**src/lfs_defs.vh**
```
// Purpose: Constants for the LCD frame-memory scan-out block.
// Assumes: 125 MHz system clock, 32x48 dot panel plus one icon common.
// Notes:   Level codes index the six bias voltages, V0 lowest.
`ifndef LFS_DEFS_VH
`define LFS_DEFS_VH

// ----------------------------------------------------------------------
// Panel geometry
// ----------------------------------------------------------------------
`define LFS_ROWS 32
`define LFS_COLS 48
`define LFS_COMS 33
`define LFS_ICONS 4
`define LFS_BYTES_PER_ROW 6
`define LFS_BANK_ROWS 16
`define LFS_ICON_ROW 6'h20

// ----------------------------------------------------------------------
// Frame memory layout (flat byte address = bank base + offset)
// ----------------------------------------------------------------------
`define LFS_BANK_BYTES 8'h60
`define LFS_ICON_BYTES 8'h06
`define LFS_BANK0_BASE 8'h00
`define LFS_BANK1_BASE 8'h60
`define LFS_BANK2_BASE 8'hC0
`define LFS_MEM_DEPTH 198
`define LFS_BANK_ICON 2'h2

// ----------------------------------------------------------------------
// Timing
// ----------------------------------------------------------------------
`define LFS_SYS_CLK_HZ 125000000
`define LFS_REFRESH_HZ 1000
`define LFS_SLOT_CYC (`LFS_SYS_CLK_HZ / (`LFS_REFRESH_HZ * `LFS_COMS))

// ----------------------------------------------------------------------
// One-fifth bias drive level codes
// ----------------------------------------------------------------------
`define LFS_LVL_V0 3'h0
`define LFS_LVL_V1 3'h1
`define LFS_LVL_V2 3'h2
`define LFS_LVL_V3 3'h3
`define LFS_LVL_V4 3'h4
`define LFS_LVL_V5 3'h5

`endif

```
**src/lfs_frame_mem.v**
```verilog
// Purpose: Byte-wide display frame memory, one write and one read port.
// Assumes: Caller gives flat byte addresses below DEPTH.
// Notes:   No reset on the array, so contents survive sleep and reset.
`timescale 1ns/1ps
`default_nettype none

module lfs_frame_mem #(
  parameter DEPTH = 198,
  parameter AW = 8
) (
  input wire i_clk_sys,
  input wire i_we,
  input wire [AW-1:0] i_waddr,
  input wire [7:0] i_wdata,
  input wire [AW-1:0] i_raddr,
  output reg [7:0] o_rdata
);

  reg [7:0] mem [0:DEPTH-1];

  // Write and registered read; read of a same-cycle write sees old data
  always @(posedge i_clk_sys) begin
    if (i_we) begin
      mem[i_waddr] <= i_wdata;
    end
    o_rdata <= mem[i_raddr];
  end

endmodule

`default_nettype wire

```
**src/lfs_scanout.v**
```verilog
// Purpose: Scan a bit-mapped frame memory onto a 32x48 dot LCD with icons.
// Assumes: Write port and control inputs come from logic on i_clk_sys.
// Notes:   One line latch only; memory writes show on the next refresh.
//
// Overview of operation
// Drive 32 rows by 48 columns of dots plus four mode icons.
// Three banks; banks 0 and 1 image, bank 2 icons for system only.
// Bank 0 feeds upper sixteen rows, bank 1 lower sixteen rows.
// One bit per dot, byte is eight adjacent dots, six bytes a row.
// A one bit darkens its dot, a zero bit leaves it clear.
// New memory contents appear next refresh, no frame buffer or swap.
// Only panel on/off control; no contrast, brightness or backlight.
// Sleep switches drive off while memory contents are kept.
// Commons multiplexed at 1/33 duty with 1/5 bias levels.
// Byte MSB is leftmost dot; rows scan top of bank 0 to bottom of bank 1.
`timescale 1ns/1ps
`default_nettype none
`include "lfs_defs.vh"

module lfs_scanout #(
  parameter SLOT_CYC = `LFS_SLOT_CYC,
  parameter MEM_DEPTH = `LFS_MEM_DEPTH
) (
  input wire i_clk_sys,
  input wire i_sys_rst,
  input wire i_mem_we,
  input wire [1:0] i_mem_bank,
  input wire [6:0] i_mem_offset,
  input wire [7:0] i_mem_wdata,
  input wire i_mem_sys,
  input wire i_panel_on,
  input wire i_sleep,
  output reg o_drive_on,
  output reg o_frame_pol,
  output reg [`LFS_COMS*3-1:0] o_com_level,
  output reg [`LFS_COLS*3-1:0] o_seg_level
);

  // ----------------------------------------------------------------------
  // Constants and functions
  // ----------------------------------------------------------------------
  localparam ST_IDLE = 2'b01;
  localparam ST_FETCH = 2'b10;
  localparam integer SLOT_LAST_I = SLOT_CYC - 1;
  localparam [11:0] SLOT_LAST = SLOT_LAST_I[11:0];

  // Bias level for a segment or common; pol flips every frame for AC drive
  function [2:0] lfs_level;
    input is_com;
    input active;
    input pol;
    begin
      if (is_com) begin
        if (active) begin
          lfs_level = pol ? `LFS_LVL_V5 : `LFS_LVL_V0;
        end else begin
          lfs_level = pol ? `LFS_LVL_V1 : `LFS_LVL_V4;
        end
      end else begin
        if (active) begin
          lfs_level = pol ? `LFS_LVL_V0 : `LFS_LVL_V5;
        end else begin
          lfs_level = pol ? `LFS_LVL_V2 : `LFS_LVL_V3;
        end
      end
    end
  endfunction

  // Flat byte address of byte b of a scan row
  function [7:0] lfs_row_addr;
    input [5:0] row;
    input [2:0] b;
    reg [7:0] base;
    begin
      base = 8'h00;
      if (row == `LFS_ICON_ROW) begin
        base = `LFS_BANK2_BASE;
      end else if (row < `LFS_BANK_ROWS) begin
        base = `LFS_BANK0_BASE + {4'h0, row[3:0]} * 8'h06;
      end else begin
        base = `LFS_BANK1_BASE + {4'h0, row[3:0]} * 8'h06;
      end
      lfs_row_addr = base + {5'h00, b};
    end
  endfunction

  // ----------------------------------------------------------------------
  // Write port: application may reach banks 0 and 1 only
  // ----------------------------------------------------------------------
  reg wr_ok;
  reg [7:0] wr_addr;

  always @* begin
    wr_ok = 1'b0;
    wr_addr = 8'h00;
    if (i_mem_bank == 2'h0) begin
      wr_ok = ({1'b0, i_mem_offset} < `LFS_BANK_BYTES);
      wr_addr = `LFS_BANK0_BASE + {1'b0, i_mem_offset};
    end else if (i_mem_bank == 2'h1) begin
      wr_ok = ({1'b0, i_mem_offset} < `LFS_BANK_BYTES);
      wr_addr = `LFS_BANK1_BASE + {1'b0, i_mem_offset};
    end else if (i_mem_bank == `LFS_BANK_ICON) begin
      // Icon bank is system territory
      wr_ok = i_mem_sys &&
        ({1'b0, i_mem_offset} < `LFS_ICON_BYTES);
      wr_addr = `LFS_BANK2_BASE + {1'b0, i_mem_offset};
    end
  end

  // ----------------------------------------------------------------------
  // Memory; writes continue in sleep, nothing clears it
  // ----------------------------------------------------------------------
  reg [7:0] rd_addr_reg;
  wire [7:0] rd_data;

  lfs_frame_mem #(
    .DEPTH(MEM_DEPTH),
    .AW(8)
  ) u_mem (
    .i_clk_sys(i_clk_sys),
    .i_we(i_mem_we && wr_ok),
    .i_waddr(wr_addr),
    .i_wdata(i_mem_wdata),
    .i_raddr(rd_addr_reg),
    .o_rdata(rd_data)
  );

  // ----------------------------------------------------------------------
  // Slot timer: 33 common slots per frame
  // ----------------------------------------------------------------------
  reg [11:0] slot_cnt_reg;
  wire slot_tick = (slot_cnt_reg == SLOT_LAST);

  always @(posedge i_clk_sys) begin
    if (i_sys_rst || slot_tick) begin
      slot_cnt_reg <= 12'h000;
    end else begin
      slot_cnt_reg <= slot_cnt_reg + 12'h001;
    end
  end

  // ----------------------------------------------------------------------
  // Row fetch: read six bytes of the next row into the line latch
  // ----------------------------------------------------------------------
  reg [1:0] state_reg;
  reg [5:0] fetch_row_reg;
  reg [2:0] byte_reg;
  reg rd_pend_reg;
  reg [2:0] rd_byte_reg;
  reg rd_pend2_reg;
  reg [2:0] rd_byte2_reg;
  reg [`LFS_COLS-1:0] line_reg;
  reg [5:0] line_row_reg;
  integer k;

  always @(posedge i_clk_sys) begin
    if (i_sys_rst) begin
      state_reg <= ST_FETCH;
      fetch_row_reg <= 6'h00;
      byte_reg <= 3'h0;
      rd_addr_reg <= 8'h00;
      rd_pend_reg <= 1'b0;
      rd_byte_reg <= 3'h0;
      rd_pend2_reg <= 1'b0;
      rd_byte2_reg <= 3'h0;
      line_reg <= {`LFS_COLS{1'b0}};
      line_row_reg <= 6'h00;
    end else begin
      rd_pend_reg <= 1'b0;
      rd_pend2_reg <= rd_pend_reg;
      rd_byte2_reg <= rd_byte_reg;
      // Capture two cycles after the address: memory output is registered
      if (rd_pend2_reg) begin
        for (k = 0; k < 8; k = k + 1) begin
          line_reg[rd_byte2_reg*8 + k] <= rd_data[7-k];
        end
      end
      case (state_reg)
        ST_FETCH: begin
          rd_addr_reg <= lfs_row_addr(fetch_row_reg, byte_reg);
          rd_pend_reg <= 1'b1;
          rd_byte_reg <= byte_reg;
          if (byte_reg == 3'h5) begin
            byte_reg <= 3'h0;
            line_row_reg <= fetch_row_reg;
            state_reg <= ST_IDLE;
          end else begin
            byte_reg <= byte_reg + 3'h1;
          end
        end
        default: begin
          // Fetch of next row starts as the current one is shown,
          // so a write lands on screen within one frame
          if (slot_tick) begin
            if (fetch_row_reg == `LFS_ICON_ROW) begin
              fetch_row_reg <= 6'h00;
            end else begin
              fetch_row_reg <= fetch_row_reg + 6'h01;
            end
            state_reg <= ST_FETCH;
          end
        end
      endcase
    end
  end

  // ----------------------------------------------------------------------
  // Drive outputs, updated at each slot boundary
  // ----------------------------------------------------------------------
  wire drive_en = i_panel_on && !i_sleep;
  reg [`LFS_COMS*3-1:0] com_next;
  reg [`LFS_COLS*3-1:0] seg_next;
  reg pol_next;
  genvar g;

  always @* begin
    pol_next = o_frame_pol;
    if (line_row_reg == 6'h00) begin
      pol_next = ~o_frame_pol;
    end
  end

  // One selected common per slot gives 1/33 duty
  generate
    for (g = 0; g < `LFS_COMS; g = g + 1) begin : g_com
      always @* begin
        com_next[g*3 +: 3] = lfs_level(1'b1,
          (line_row_reg == g), pol_next);
      end
    end
    for (g = 0; g < `LFS_COLS; g = g + 1) begin : g_seg
      always @* begin
        if (line_row_reg == `LFS_ICON_ROW && g >= `LFS_ICONS) begin
          // Only the four icon segments exist on the icon common
          seg_next[g*3 +: 3] = lfs_level(1'b0, 1'b0, pol_next);
        end else begin
          seg_next[g*3 +: 3] = lfs_level(1'b0,
            line_reg[g], pol_next);
        end
      end
    end
  endgenerate

  // Off state parks every line at V0 so no DC stress reaches the glass
  always @(posedge i_clk_sys) begin
    if (i_sys_rst) begin
      o_drive_on <= 1'b0;
      o_frame_pol <= 1'b0;
      o_com_level <= {`LFS_COMS*3{1'b0}};
      o_seg_level <= {`LFS_COLS*3{1'b0}};
    end else if (!drive_en) begin
      o_drive_on <= 1'b0;
      o_com_level <= {`LFS_COMS*3{1'b0}};
      o_seg_level <= {`LFS_COLS*3{1'b0}};
    end else if (slot_tick) begin
      o_drive_on <= 1'b1;
      o_frame_pol <= pol_next;
      o_com_level <= com_next;
      o_seg_level <= seg_next;
    end
  end

endmodule

`default_nettype wire

```
**config.mk**
```make
export PLATFORM = sky130hd
export DESIGN_NAME = lfs_scanout
export DESIGN_NICKNAME = d
export VERILOG_FILES = /design/src/lfs_frame_mem.v /design/src/lfs_scanout.v
export VERILOG_INCLUDE_DIRS = /design/src /design/src/src
export SDC_FILE = /design/constraint.sdc
export NUM_CORES = 2
export LEC_CHECK = 0
export CAP_MARGIN = 40
export CORE_UTILIZATION = 50
export CTS_CLUSTER_DIAMETER = 150
export DETAILED_ROUTE_END_ITERATION = 12
export DONT_BUFFER_PORTS = 1
export PLACE_DENSITY = 0.7
export SETUP_SLACK_MARGIN = 0.4
export SYNTH_ARGS = -nofsm -noshare
export SYNTH_HDL_FRONTEND = slang
export SYNTH_SLANG_ARGS = --single-unit
```
**constraint.sdc**
```tcl
create_clock -name i_clk_sys -period 7.1 [get_ports i_clk_sys]
set_input_delay 0.355 -clock i_clk_sys [delete_from_list [all_inputs] [get_ports i_clk_sys]]
set_output_delay 0.355 -clock i_clk_sys [all_outputs]
set_load 0.01 [all_outputs]
```
==> results.md <==
* CP max stage cell: dfxtp_4
* Worst-path clk slew at 60 ps
* Post-synth EDFFs at approximately 1,600
* RSZ-0062 raised after global routing: false
* Power Density at approximately 280 nW/um2
* DR iter-0 viols at approximately 4,500
* Layout cells sized above 1 at 18.6%
* Die ar. at around 140,000 um2
* CP Capture Type: flop
* Cell family with most CP delay: compound AO/OA/AOI/OAI gates
* Final Cycle Share at 60.7%
* Synth Warn # at 0
* Pins Over Slew Limit at 0
* Residual DRC at 0
* Most frequent cells in the layout: edfxtp_1, mux4_2, nor2_1, nand2_1, dfxtp_1
* Seq/Total Area, Yosys at 73.4%
* GPL Wtd Cong at 0.864
* Final setup violation count at 0
* Grt met2 use at between 30% and 40%
* Post-CTS Setup Bufs at 0
* Worst endpoint data arrival time at just under 5000 ps
* DR WL/cell at about 29 um
* Hold Violations, Final at 0
* Highest Clock Rate at 0.232 GHz
* Core Region at about 140,000 um2
* Vias at 37,400
* CTS Root Cell: clkbuf_16
* Critical Path RT at just under 8000 ps
* Grt met3 use at between 5 and 6%
* Worst setup SP type: flop
* Grt peak-use layer: met2
* CTS sink count at between 1,500 and 2,000
* Die Height at 379 um
* Gates resized, CTS repair at 0
* CTS tree: yes
* Internal power at between 15 and 20 mW
* Rel. slew slack at between 20% and 30%
* Detailed Routing Iterations Pass 1 at 5
* Tightest hold margin at roughly 73 ps
* GRT met1 Usage at between 30% and 40%
* Number of flip-flops in the largest register at 1,584
* Post-Layout Cell Count at between 5,000 and 6,000
* Nets@finish at between 3,000 and 4,000
* Final wirelength at about 170 mm
* Vias in the first global route at roughly 36,000
* Crit path buf inv count at 2
* CP max stage delay at 870 ps
* Register share of total power at 53.7%
* Max Root-Sink Buffers at 3
* Fill count at approximately 11,000
* Worst IR Drop VDD at roughly 0.21 mV
* Largest net degree at the start of global routing at approximately 200
* Outcome: finished, final reports clean
* Core Util, Final at between 50% and 60%
* Worst min-delay path class: primary input to flop
* Syn Area/Cell at around 18 um2
* Worst slew pin tran at roughly 1100 ps
* Input/output buffers at 0
* Async S/R FF share, synth at 0%
* Clock group share of total power at 41.4%
* Synthesized instance count at between 4,000 and 5,000
* Total grt overflow at 0
* Std-Cell Rows at 138
* Num CTS Buffers at between 150 and 200
* Cells after DPL at 5,656
* Worst-path fanout max at 69
* DRT antenna net count at 0
* Hpwl dp at a little over 100 mm
* Final setup TNS at 0 ps
* Leakage at ~24 nW
* Flops & latches, synth at 1,817
* Initial Utilization at between 50% and 60%
* Net Sw Frac at between 20% and 30%
* Combinational Power Share at under 10%
* Initial antenna violation count at 4
* CP cell instances: buf_12 > buf_4 > mux4_2 > a22oi_1 > a21oi_1 > or4_1 > a21oi_1 > o32ai_1
* Post-Route Skew at around 23 ps
* Clock Latency Late Sink at ~800 ps
* Most common cell after layout, fill and taps aside: edfxtp_1
* Synth unique cells at 70
* H-tree depth at 4
* Design area at 78,200 um2
* Sw Pwr at roughly 4.6 mW
* Most used DFF post-synth: edfxtp_1
* Synthesized cell area at between 70,000 and 80,000 um2
* GRT Total Usage at between 20% and 30%
* P&R area growth vs syn at 9.83%
* Post-layout minimum cycle time at 4310 ps
* Max-Cap Viols at 0
* Area after DPL at around 72,000 um2
* Die W at ~380 um
* First-pass GRT wire length at about 250 mm
* Hold_buf cts at 13
* Detail-routed via count per cell at 6.25
* WS Path Type: flop to flop
* I/O pins at between 200 and 300
* CP dominant cell by count: a21oi_1
==> power groups by stage <==
stage	logic, mW	registers, mW	clock network, mW
2_1_floorplan	0.698	11.9	0
3_3_place_gp	0.858	11.9	0
3_5_place_dp	0.871	11.9	0
4_1_cts	1.06	11.7	9.10
5_1_grt	1.11	11.7	9.49
6_report	1.05	11.7	9.02
==> worst register-to-register path: stages (launching register included) <==
cell and delay [ps]:
dfxtp_4 870, buf_12 550, buf_4 500, mux4_2 560
a22oi_1 260, a21oi_1 180, or4_1 440, a21oi_1 650
o32ai_1 160
==> worst paths after layout <==
path	start	endpoint	slack (ps)	depth (start not counted)
max	rd_addr_reg[0]	u_mem.o_rdata[3]	2790	8
min	i_sleep	o_com_level[32]	70	3
max reg2reg	rd_addr_reg[0]	u_mem.o_rdata[3]	2790	8
min reg2reg	slot_cnt_reg[0]	slot_cnt_reg[0]	460	1
==> cell type report <==
type | instances | area, um2 | share of cell area (%)
Sequential cell | 1817 | 52300 | 66.8
Multi-Input combinational cell | 1866 | 17000 | 21.7
Clock inverter | 101 | 806 | 1.03
Clock buffer | 215 | 4700 | 6.01
Inverter | 18 | 67.6 | 0.0864
Tap cell | 1890 | 2360 | 3.03
Antenna cell | 3 | 7.51 | 0.00960
Timing Repair Buffer | 78 | 990 | 1.27
==> per-layer routing <==
layer	routed length, um	vias up
met5	27	-
met4	6880	4
met3	17100	350
met2	81000	2162
met1	67200	19300
li1	-	15600
==> Yosys cell counts, types with 22 or more instances <==
library cell | count | area [um2]
buf_6 | 24 | 270
clkbuf_1 | 117 | 439
nand2_1 | 232 | 871
o22ai_1 | 31 | 194
nor2_1 | 369 | 1390
mux2_2 | 32 | 360
nand3_1 | 33 | 165
nor3_1 | 23 | 115
xor2_1 | 31 | 272
a211oi_1 | 44 | 330
o21ai_0 | 66 | 330
dfxtp_1 | 233 | 4660
mux4_2 | 369 | 8310
buf_4 | 131 | 983
buf_2 | 62 | 310
a21oi_1 | 180 | 901
a22oi_1 | 130 | 976
nor2b_1 | 22 | 138
mux2i_1 | 58 | 581
edfxtp_1 | 1584 | 47600
==> stage by stage <==
stage | setup slack [ps] | total power, mW
after global routing | 2590 | 22.3
after floorplan | 4140 | 12.6
after global placement | 2680 | 12.8
after CTS | 2720 | 21.9
final | 2790 | 21.8
after detailed placement | 2740 | 12.8
==> kinds of logic after synthesis <==
kind of cell,share of synthesized area (%)
DFF,73.4
buffers and inverters,3.05
muxes,13.0
xor gates and xnor gates,0.585
other,0.00527
and+or+nand+nor,4.71
AOI/OAI and AO/OA,4.95
adders and majority gates,0.320
No activity file was read; power rests on OpenSTA's default activity.
